## src/inc/swd_defs.vh

```
// Constants for the signed word divide unit
`ifndef SWD_DEFS_VH
`define SWD_DEFS_VH

// ----------------------------------------
// Register map
// ----------------------------------------
`define SWD_ADDR_W        4
`define SWD_REG_CTRL      4'h0
`define SWD_REG_DIVIDEND  4'h1
`define SWD_REG_DIVISOR   4'h2
`define SWD_REG_TARGET    4'h3
`define SWD_REG_AUXQ      4'h4
`define SWD_REG_FLAGS     4'h5
`define SWD_REG_IRQ_STAT  4'h6
`define SWD_REG_IRQ_EN    4'h7
`define SWD_REG_IRQ_CLR   4'h8

// ----------------------------------------
// Control register fields
// ----------------------------------------
`define SWD_CTRL_START    0
`define SWD_CTRL_SHORT    1
`define SWD_CTRL_OE       2
`define SWD_CTRL_RC       3

// ----------------------------------------
// Flags register fields
// ----------------------------------------
`define SWD_FLG_SO        0
`define SWD_FLG_OV        1
`define SWD_FLG_CA        2
`define SWD_FLG_LT        3
`define SWD_FLG_GT        4
`define SWD_FLG_EQ        5
`define SWD_FLG_CRSO      6
`define SWD_FLG_BUSY      7
`define SWD_FLG_W         8

// ----------------------------------------
// Interrupt status fields
// ----------------------------------------
`define SWD_IRQ_DONE      0
`define SWD_IRQ_OVF       1
`define SWD_IRQ_ILLEGAL   2
`define SWD_IRQ_W         3

// ----------------------------------------
// Values
// ----------------------------------------
`define SWD_MOST_NEG      32'h80000000
`define SWD_MINUS_ONE     32'hFFFFFFFF
`define SWD_ZERO32        32'h00000000
`define SWD_FAMILY_OLD    1'b0
`define SWD_FAMILY_NEW    1'b1

`endif

```

## src/rtl/swd_divcore.v

```verilog
// Sequential unsigned restoring divider, one quotient bit per cycle
`timescale 1ns/1ns
`default_nettype none

module swd_divcore #(
   parameter WIDTH = 32
) (
   // Clock and reset
   input  wire             ref_clk_in,
   input  wire             reset_n_in,
   // Request
   input  wire             start_in,
   input  wire [WIDTH-1:0] dividend_in,
   input  wire [WIDTH-1:0] divisor_in,
   // Answer
   output reg              done_out,
   output reg  [WIDTH-1:0] quotient_out,
   output reg  [WIDTH-1:0] remainder_out,
   output wire             busy_out
);

   localparam CW = 6;

   reg  [CW-1:0]    count;
   reg  [WIDTH-1:0] dvsr;
   reg              running;
   wire [WIDTH:0]   trial;

   assign busy_out = running;
   assign trial    = {remainder_out, quotient_out[WIDTH-1]} - {1'b0, dvsr};

   always @(posedge ref_clk_in or negedge reset_n_in)
   begin
      if (!reset_n_in)
      begin
         count         <= {CW{1'b0}};
         dvsr          <= {WIDTH{1'b0}};
         running       <= 1'b0;
         done_out      <= 1'b0;
         quotient_out  <= {WIDTH{1'b0}};
         remainder_out <= {WIDTH{1'b0}};
      end
      else
      begin
         done_out <= 1'b0;
         if (start_in && !running)
         begin
            quotient_out  <= dividend_in;
            remainder_out <= {WIDTH{1'b0}};
            dvsr          <= divisor_in;
            count         <= WIDTH[CW-1:0];
            running       <= 1'b1;
         end
         else if (running)
         begin
            // Shift in next dividend bit, keep trial difference when non-negative
            if (!trial[WIDTH])
               remainder_out <= trial[WIDTH-1:0];
            else
               remainder_out <= {remainder_out[WIDTH-2:0], quotient_out[WIDTH-1]};
            quotient_out <= {quotient_out[WIDTH-2:0], ~trial[WIDTH]};
            count        <= count - 1'b1;
            if (count == 1)
            begin
               running  <= 1'b0;
               done_out <= 1'b1;
            end
         end
      end
   end

endmodule // swd_divcore

`default_nettype wire

```

## src/rtl/swd_divide_unit.v

```verilog
// Signed word divide unit: short divide and word divide with status flags
`timescale 1ns/1ns
`default_nettype none
`include "swd_defs.vh"

module swd_divide_unit #(
   parameter       WIDTH  = 32,
   parameter [0:0] FAMILY = `SWD_FAMILY_OLD
) (
   // Clock and reset
   input  wire                   ref_clk_in,
   input  wire                   reset_n_in,
   // Register port
   input  wire [`SWD_ADDR_W-1:0] addr_in,
   input  wire [31:0]            wdata_in,
   input  wire                   write_in,
   input  wire                   read_in,
   output reg  [31:0]            rdata_out,
   // Status outputs
   output wire                   busy_out,
   output wire                   irq_out
);

   // ----------------------------------------
   // State
   // ----------------------------------------
   localparam ST_IDLE = 2'b00;
   localparam ST_RUN  = 2'b01;
   localparam ST_DONE = 2'b10;

   reg  [1:0]       state;
   reg  [1:0]       next_state;
   reg  [WIDTH-1:0] dividend_reg;
   reg  [WIDTH-1:0] divisor_reg;
   reg  [WIDTH-1:0] target_reg;
   reg  [WIDTH-1:0] aux_quotient_reg;
   reg              op_short;
   reg              op_oe;
   reg              op_rc;
   reg              summary_ovf_bit;
   reg              overflow_bit;
   reg              carry_bit;
   reg              negative_result_bit;
   reg              positive_result_bit;
   reg              zero_result_bit;
   reg              cr_summary_bit;
   reg  [`SWD_IRQ_W-1:0] irq_en;
   reg  [31:0]           next_rdata;

   wire [`SWD_IRQ_W-1:0] irq_stat;
   reg  [`SWD_IRQ_W-1:0] irq_event;

   // ----------------------------------------
   // Command decode
   // ----------------------------------------
   wire ctrl_wr   = write_in && (addr_in == `SWD_REG_CTRL);
   wire cmd_short = wdata_in[`SWD_CTRL_SHORT];
   // Only the op matching the build family is a valid divide
   wire cmd_legal = cmd_short ? (FAMILY == `SWD_FAMILY_OLD)
                              : (FAMILY == `SWD_FAMILY_NEW);
   wire cmd_start = ctrl_wr && wdata_in[`SWD_CTRL_START] && (state == ST_IDLE);
   wire launch    = cmd_start && cmd_legal;

   // ----------------------------------------
   // Register write decode
   // ----------------------------------------
   // Operand, auxiliary and flag writes only land while idle, so a divide never sees them change
   wire wr_idle     = write_in && (state == ST_IDLE);
   wire wr_dividend = wr_idle && (addr_in == `SWD_REG_DIVIDEND);
   wire wr_divisor  = wr_idle && (addr_in == `SWD_REG_DIVISOR);
   wire wr_auxq     = wr_idle && (addr_in == `SWD_REG_AUXQ);
   wire wr_flags    = wr_idle && (addr_in == `SWD_REG_FLAGS);
   wire wr_irq_en   = write_in && (addr_in == `SWD_REG_IRQ_EN);
   wire wr_irq_clr  = write_in && (addr_in == `SWD_REG_IRQ_CLR);

   // ----------------------------------------
   // Magnitude divide
   // ----------------------------------------
   // One quotient bit per cycle keeps the core small at the price of a long latency
   wire             a_neg = dividend_reg[WIDTH-1];
   wire             b_neg = divisor_reg[WIDTH-1];
   wire [WIDTH-1:0] a_mag = a_neg ? (~dividend_reg + 1'b1) : dividend_reg;
   wire [WIDTH-1:0] b_mag = b_neg ? (~divisor_reg + 1'b1) : divisor_reg;
   wire [WIDTH-1:0] u_quo;
   wire [WIDTH-1:0] u_rem;
   wire             core_done;

   swd_divcore #(
      .WIDTH (WIDTH)
   ) u_core (
      .ref_clk_in    (ref_clk_in),
      .reset_n_in    (reset_n_in),
      .start_in      (state == ST_IDLE && next_state == ST_RUN),
      .dividend_in   (a_mag),
      .divisor_in    (b_mag),
      .done_out      (core_done),
      .quotient_out  (u_quo),
      .remainder_out (u_rem),
      .busy_out      ()
   );

   // ----------------------------------------
   // Signed result and overflow
   // ----------------------------------------
   wire div_zero   = (divisor_reg == `SWD_ZERO32);
   wire min_by_m1  = (dividend_reg == `SWD_MOST_NEG) && (divisor_reg == `SWD_MINUS_ONE);
   wire ovf        = div_zero || min_by_m1;
   wire [WIDTH-1:0] s_quo = (a_neg ^ b_neg) ? (~u_quo + 1'b1) : u_quo;
   // Negating a zero magnitude stays zero, so zeros come out positive
   wire [WIDTH-1:0] s_rem = a_neg ? (~u_rem + 1'b1) : u_rem;
   // Short divide special case pins both results; word divide keeps whatever
   wire [WIDTH-1:0] res_quo = (op_short && min_by_m1) ? `SWD_MOST_NEG : s_quo;
   wire [WIDTH-1:0] res_rem = (op_short && min_by_m1) ? `SWD_ZERO32 : s_rem;
   wire             so_next = summary_ovf_bit | (op_oe & ovf);

   // ----------------------------------------
   // Record field
   // ----------------------------------------
   // On an undefined overflow result these follow whatever quotient came out
   wire rec_neg  = res_quo[WIDTH-1];
   wire rec_zero = (res_quo == `SWD_ZERO32);
   wire rec_pos  = !rec_neg && !rec_zero;

   // ----------------------------------------
   // Sequencer
   // ----------------------------------------
   always @*
   begin
      next_state = state;
      case (state)
         ST_IDLE:
            if (launch)
               next_state = ST_RUN;
         ST_RUN:
            if (core_done)
               next_state = ST_DONE;
         ST_DONE:
            next_state = ST_IDLE;
         default:
            next_state = ST_IDLE;
      endcase
   end

   // ----------------------------------------
   // Interrupt events
   // ----------------------------------------
   // Overflow is flagged whatever the overflow enable says; software masks it if unwanted
   always @*
   begin
      irq_event = {`SWD_IRQ_W{1'b0}};
      irq_event[`SWD_IRQ_DONE]    = core_done;
      irq_event[`SWD_IRQ_OVF]     = core_done && ovf;
      irq_event[`SWD_IRQ_ILLEGAL] = cmd_start && !cmd_legal;
   end

   // ----------------------------------------
   // State register
   // ----------------------------------------
   // Done is a one-cycle write-back slot; a start written there is ignored
   always @(posedge ref_clk_in or negedge reset_n_in)
   begin
      if (!reset_n_in)
         state <= ST_IDLE;
      else
         state <= next_state;
   end

   // ----------------------------------------
   // Operands and command latch
   // ----------------------------------------
   always @(posedge ref_clk_in or negedge reset_n_in)
   begin
      if (!reset_n_in)
      begin
         dividend_reg <= {WIDTH{1'b0}};
         divisor_reg  <= {WIDTH{1'b0}};
         op_short     <= 1'b0;
         op_oe        <= 1'b0;
         op_rc        <= 1'b0;
         irq_en       <= {`SWD_IRQ_W{1'b0}};
      end
      else
      begin
         if (wr_dividend)
            dividend_reg <= wdata_in[WIDTH-1:0];
         if (wr_divisor)
            divisor_reg <= wdata_in[WIDTH-1:0];
         if (wr_irq_en)
            irq_en <= wdata_in[`SWD_IRQ_W-1:0];
         // Form flags are held for the whole divide; the bus may move on meanwhile
         if (launch)
         begin
            op_short <= cmd_short;
            op_oe    <= wdata_in[`SWD_CTRL_OE];
            op_rc    <= wdata_in[`SWD_CTRL_RC];
         end
      end
   end

   // ----------------------------------------
   // Result registers
   // ----------------------------------------
   always @(posedge ref_clk_in or negedge reset_n_in)
   begin
      if (!reset_n_in)
      begin
         target_reg       <= {WIDTH{1'b0}};
         aux_quotient_reg <= {WIDTH{1'b0}};
      end
      else if (core_done)
      begin
         target_reg <= res_quo;
         // Word divide leaves the auxiliary quotient as software wrote it
         if (op_short)
            aux_quotient_reg <= res_rem;
      end
      else if (wr_auxq)
         aux_quotient_reg <= wdata_in[WIDTH-1:0];
   end

   // ----------------------------------------
   // Status and compare flags
   // ----------------------------------------
   always @(posedge ref_clk_in or negedge reset_n_in)
   begin
      if (!reset_n_in)
      begin
         summary_ovf_bit     <= 1'b0;
         overflow_bit        <= 1'b0;
         carry_bit           <= 1'b0;
         negative_result_bit <= 1'b0;
         positive_result_bit <= 1'b0;
         zero_result_bit     <= 1'b0;
         cr_summary_bit      <= 1'b0;
      end
      else if (core_done)
      begin
         if (op_oe)
         begin
            overflow_bit    <= ovf;
            summary_ovf_bit <= so_next;
         end
         if (op_rc)
         begin
            negative_result_bit <= rec_neg;
            positive_result_bit <= rec_pos;
            zero_result_bit     <= rec_zero;
            cr_summary_bit      <= so_next;
         end
         // carry_bit left alone here on purpose
      end
      else if (wr_flags)
      begin
         // Software owns carry; only this write ever changes it
         summary_ovf_bit     <= wdata_in[`SWD_FLG_SO];
         overflow_bit        <= wdata_in[`SWD_FLG_OV];
         carry_bit           <= wdata_in[`SWD_FLG_CA];
         negative_result_bit <= wdata_in[`SWD_FLG_LT];
         positive_result_bit <= wdata_in[`SWD_FLG_GT];
         zero_result_bit     <= wdata_in[`SWD_FLG_EQ];
         cr_summary_bit      <= wdata_in[`SWD_FLG_CRSO];
      end
   end

   // ----------------------------------------
   // Interrupts
   // ----------------------------------------
   swd_irq #(
      .N (`SWD_IRQ_W)
   ) u_irq (
      .ref_clk_in  (ref_clk_in),
      .reset_n_in  (reset_n_in),
      .event_in    (irq_event),
      .clear_in    (wdata_in[`SWD_IRQ_W-1:0]),
      .clear_we_in (wr_irq_clr),
      .enable_in   (irq_en),
      .status_out  (irq_stat),
      .irq_out     (irq_out)
   );

   // ----------------------------------------
   // Status outputs
   // ----------------------------------------
   // Busy also covers the write-back slot, in which a start would be ignored
   assign busy_out = (state != ST_IDLE);

   // ----------------------------------------
   // Read port
   // ----------------------------------------
   // Unmapped and write-only addresses read as zero
   always @*
   begin
      next_rdata = 32'h00000000;
      if (read_in)
      begin
         case (addr_in)
            `SWD_REG_CTRL:     next_rdata = {28'h0000000, op_rc, op_oe, op_short, busy_out};
            `SWD_REG_DIVIDEND: next_rdata = dividend_reg;
            `SWD_REG_DIVISOR:  next_rdata = divisor_reg;
            `SWD_REG_TARGET:   next_rdata = target_reg;
            `SWD_REG_AUXQ:     next_rdata = aux_quotient_reg;
            `SWD_REG_FLAGS:    next_rdata = {24'h000000, busy_out, cr_summary_bit, zero_result_bit,
                                             positive_result_bit, negative_result_bit, carry_bit,
                                             overflow_bit, summary_ovf_bit};
            `SWD_REG_IRQ_STAT: next_rdata = {29'h00000000, irq_stat};
            `SWD_REG_IRQ_EN:   next_rdata = {29'h00000000, irq_en};
            default:           next_rdata = 32'h00000000;
         endcase
      end
   end

   // ----------------------------------------
   // Read data register
   // ----------------------------------------
   // Read data stand for one cycle only, then fall back to zero
   always @(posedge ref_clk_in or negedge reset_n_in)
   begin
      if (!reset_n_in)
         rdata_out <= 32'h00000000;
      else
         rdata_out <= next_rdata;
   end

endmodule // swd_divide_unit

`default_nettype wire

```

## src/rtl/swd_irq.v

```verilog
// Sticky interrupt status with enable mask and write-one-to-clear
`timescale 1ns/1ns
`default_nettype none

module swd_irq #(
   parameter N = 3
) (
   // Clock and reset
   input  wire         ref_clk_in,
   input  wire         reset_n_in,
   // Events and software
   input  wire [N-1:0] event_in,
   input  wire [N-1:0] clear_in,
   input  wire         clear_we_in,
   input  wire [N-1:0] enable_in,
   // Results
   output reg  [N-1:0] status_out,
   output wire         irq_out
);

   assign irq_out = |(status_out & enable_in);

   genvar i;
   generate
      for (i = 0; i < N; i = i + 1)
      begin : g_bit
         always @(posedge ref_clk_in or negedge reset_n_in)
         begin
            if (!reset_n_in)
               status_out[i] <= 1'b0;
            else if (event_in[i])
               status_out[i] <= 1'b1;   // Set beats a same-cycle clear
            else if (clear_we_in && clear_in[i])
               status_out[i] <= 1'b0;
         end
      end
   endgenerate

endmodule // swd_irq

`default_nettype wire

```

## config.mk

```make
export PLATFORM = sky130hd
export DESIGN_NAME = swd_divide_unit
export DESIGN_NICKNAME = d
export VERILOG_FILES = /design/src/rtl/swd_divcore.v /design/src/rtl/swd_divide_unit.v /design/src/rtl/swd_irq.v
export VERILOG_INCLUDE_DIRS = /design/src /design/src/inc
export SDC_FILE = /design/constraint.sdc
export NUM_CORES = 1
export LEC_CHECK = 0
export BUFFER_PORTS_ARGS = -buffer_cell sky130_fd_sc_hd__buf_2
export CORE_MARGIN = 10
export CORE_UTILIZATION = 62
export CTS_CLUSTER_SIZE = 40
export DETAILED_ROUTE_END_ITERATION = 8
export PLACE_DENSITY = 0.8
export SYNTH_ARGS = -nofsm -noshare
export SYNTH_HDL_FRONTEND = slang
export SYNTH_SLANG_ARGS = --single-unit
export TNS_END_PERCENT = 50
```

## constraint.sdc

```tcl
create_clock -name ref_clk_in -period 8.9 [get_ports ref_clk_in]
set_clock_uncertainty 0.1 [all_clocks]
set_input_delay 0.89 -clock ref_clk_in [delete_from_list [all_inputs] [get_ports ref_clk_in]]
set_output_delay 0.89 -clock ref_clk_in [all_outputs]
set_load 0.02 [all_outputs]
```

==> results by group <==
Status
  • Status: finished, final reports clean

Power and ir drop
  • Pwr Density: 278 mW/mm²
  • NetSw: 2020 µW
  • Internal power: 3100 µW
  • Part of the power in registers: 0.365
  • Lkg Pwr: 0.00782 µW
  • Logic pwr share: 0.371
  • Total Power: 5120 µW
  • Clock power share: 0.264
  • IR drop worst, VDD: between 150 and 200 µV
  • Sw Share: 0.395

Global route
  • Met1 Use GR: 0.410
  • Largest net degree at the start of global routing: 153
  • First-pass GRT wire length: around 80000 µm
  • Vias in the first global route: 14.3k
  • Gr usage total: 0.293
  • Met3 usage: 0.0408
  • Global route total overflow: 0
  • Initial antenna violation count: 0
  • GRT met2 Usage: 0.454
  • Most Crowded Layer GR: met2

Floorplanning
  • Core area: 0.0269 mm²
  • Die X-Extent: 185 µm
  • Initial Util: 0.628
  • Die Y: approximately 180 µm
  • IO Count: 74
  • Die Area: ~0.034 mm²
  • # rows: 60

Place
  • Post-DP HPWL: roughly 34000 µm
  • Area after DPL: 0.0174 mm²
  • Port bufs: 73
  • RePlAce Congestion: 0.925

Drt
  • DR vias/cell: 6.70
  • Drt drc: 0
  • Via count: 15.0k
  • DRT iter0 DRCs: about 1.9k
  • Final wirelength: 50000 µm
  • Pre-antenna DRT Iters: 7
  • Routed WL per cell: 22.4 µm
  • Detail Route Antenna Nets: 0

Setup path
  • Critical Path RT: between 9 and 10 ns
  • Count of buffer and inverter cells on the critical path: 1
  • WS Path Type: reg -> reg
  • Worst Reg-to-Reg Cells: 12
  • Family with the most delay on the worst path: compound AO/OA/AOI/OAI gates
  • R2r setup slk: 4.45 ns
  • CP max FO: 30
  • CP Cell Sequence: inv_1 -> ha_1 -> fa_1 -> nand2b_1 -> a211oi_1 -> o21ai_0 -> a21oi_1 -> a211oi_1 -> o31ai_1 -> xor2_4 -> mux2i_1 -> o21ai_0
  • Slowest cell delay on critical path: 0.92 ns
  • Crit-path slowest cell: xor2_4
  • CP Capture Type: flip-flop
  • Reg2reg end: u_core.remainder_out[7]
  • Worst reg2reg startpoint: u_core.quotient_out[31]
  • Data arrival, critical path: 4.77 ns
  • CP Launch Type: flip-flop

Synthesis
  • Syn nets: approximately 2k
  • Synth Instances: about 1.9k
  • Post-synth ARST share: 1.00
  • Yosys reg bits: 282
  • Syn avg cell area: roughly 9.0 µm²
  • Sequential area share after synthesis: 0.418
  • Mapped Area: between 0.015 and 0.02 mm²
  • Netlist cell types: 71
  • EDFF count, synth: 0
  • Syn. warnings: 0
  • Main flop type after synthesis: dfrtp_1

Clock tree
  • Clock sink count: 282
  • Worst-path clk slew: approximately 0.07 ns
  • Clock Tree Root: clkbuf_16
  • Total CTS buffers: 29
  • H-tree Lvls: 1
  • CTS tree: yes
  • Clk_lat worst skew: 0.57 ns
  • Clock buffer depth: 3
  • Post_cts resized: 0
  • Post-CTS Setup Bufs: 0
  • Hold buffers post-CTS: 0

Timing
  • # setup viols final: 0
  • Setup TNS: 0 ns
  • Post-route clock period utilization: 0.500
  • WHS: 0.275 ns
  • Highest clock rate: 225 MHz
  • Max-slew violations: 0
  • RSZ-0062 raised after global routing: false
  • Min cycle time layout: 4.45 ns
  • Worst rel slew slack: 0.202
  • Slew @ Worst Pin: 1.20 ns
  • Final hold vios: 0

Finish
  • Synth-to-layout area growth: 9.14%
  • Layout cell share with drive strength beyond 1: 0.132
  • Fillers: between 2k and 2.5k
  • Total Nets Final: 1947
  • Diodes inserted: 0
  • Design Area, Final: 0.0184 mm²

Worst hold path
  • Hold WC Path Type: in -> async

Flow run
  • Max Cap Viol: 0
## per-stage QoR
step	worst slack, ns	std cells	utilization
floorplan	5.62	1885	-
global placement	4.61	2177	0.646
detailed placement	4.46	2177	0.646
CTS	4.43	2231	0.685
global route	4.17	2231	0.685
finish	4.45	2231	0.685
## layer usage
| metal | part of all wire | vias up | wire length, µm |
|---|---|---|---|
| met2 | 0.45 | 842 | 22400 |
| met1 | 0.41 | 7243 | 20700 |
| met4 | 0.042 | 0 | 2090 |
| met5 | 0 | - | 0 |
| met3 | 0.095 | 141 | 4730 |
| li1 | - | 6731 | - |
## worst max-delay path by stage
stage,cells after the start,start,endpoint
after floorplan,11,u_core.remainder_out[18],u_core.remainder_out[21]
after global placement,12,u_core.quotient_out[31],u_core.remainder_out[6]
after detailed placement,12,u_core.quotient_out[31],u_core.remainder_out[7]
after CTS,12,u_core.quotient_out[31],u_core.remainder_out[7]
after global routing,12,u_core.quotient_out[31],u_core.remainder_out[5]
final,12,u_core.quotient_out[31],u_core.remainder_out[7]
## power by group through the flow
stage	Sequential (µW)	Clock (µW)	Combinational [µW]
2_1_floorplan	1700	0	1480
3_3_place_gp	1860	0	1810
3_5_place_dp	1870	0	1850
4_1_cts	1850	1360	1870
5_1_grt	1900	1420	2110
6_report	1870	1350	1900
## cells in the mapped netlist, types with 6 or more instances
cell type,number,area (µm²)
dfrtp_1,282,7060
nand2_1,199,747
o21ai_0,178,891
a21oi_1,148,741
clkbuf_1,121,454
inv_1,95,357
xor2_1,91,797
nor2_1,74,278
mux2_2,71,800
nand3_1,71,355
xnor2_1,59,517
nor3_1,47,235
o31ai_1,41,308
ha_1,39,488
a222oi_1,31,310
mux2i_1,27,270
nand4_1,27,169
a31oi_1,20,125
or4_1,19,143
nand2b_1,18,113
nor4_1,17,106
a21o_1,16,120
buf_1,15,56.3
or3_1,14,87.6
o41ai_1,13,114
a22oi_1,12,90.1
a221oi_1,10,87.6
and3_1,10,62.6
nor2b_1,9,56.3
o21a_1,8,60.1
and2_1,7,43.8
o211ai_1,7,52.6
a211oi_1,6,45.0
## area by class of cell
class | count | area, µm² | area share
flip-flops and latches | 282 | 7060 | 0.383
multi-input cells | 1362 | 8950 | 0.486
inverters | 96 | 360 | 0.0196
well taps | 341 | 427 | 0.0232
repair buffers | 96 | 561 | 0.0304
clock inverters | 16 | 241 | 0.0131
clock buffers | 38 | 810 | 0.0440
## kinds of logic (layout without fill, tap and decap cells)
logic type,count (synthesis),after routing,synth area share
AND/OR/NAND/NOR,539,539,0.156
AO/OA/AOI/OAI,534,534,0.198
flip-flops,282,282,0.418
buffers and inverters,241,246,0.0546
XOR/XNOR,150,150,0.0779
multiplexers,99,99,0.0647
adder cells (fa/ha/maj),40,40,0.0301
## cells in the final DEF (no fill, tap or decap), types with 7 or more instances in the layout
master	count
o21ai_0	178
buf_4	22
a21o_1	16
xor2_1	90
nand2_1	199
nand3_1	71
nand4_1	27
clkbuf_16	29
o31ai_1	41
nor4_1	17
nand2b_1	17
a221oi_1	10
buf_2	72
and3_1	10
a21oi_1	147
a31oi_1	20
mux2_2	71
and2_1	7
nor3_1	44
dfrtp_1	279
nor2_1	74
o21a_1	8
or4_1	19
a22oi_1	12
nor2b_1	9
o211ai_1	7
ha_1	39
o41ai_1	13
a222oi_1	31
xnor2_1	58
mux2i_1	27
or3_1	14
inv_1	95
Power figures use the tool's default switching activity.
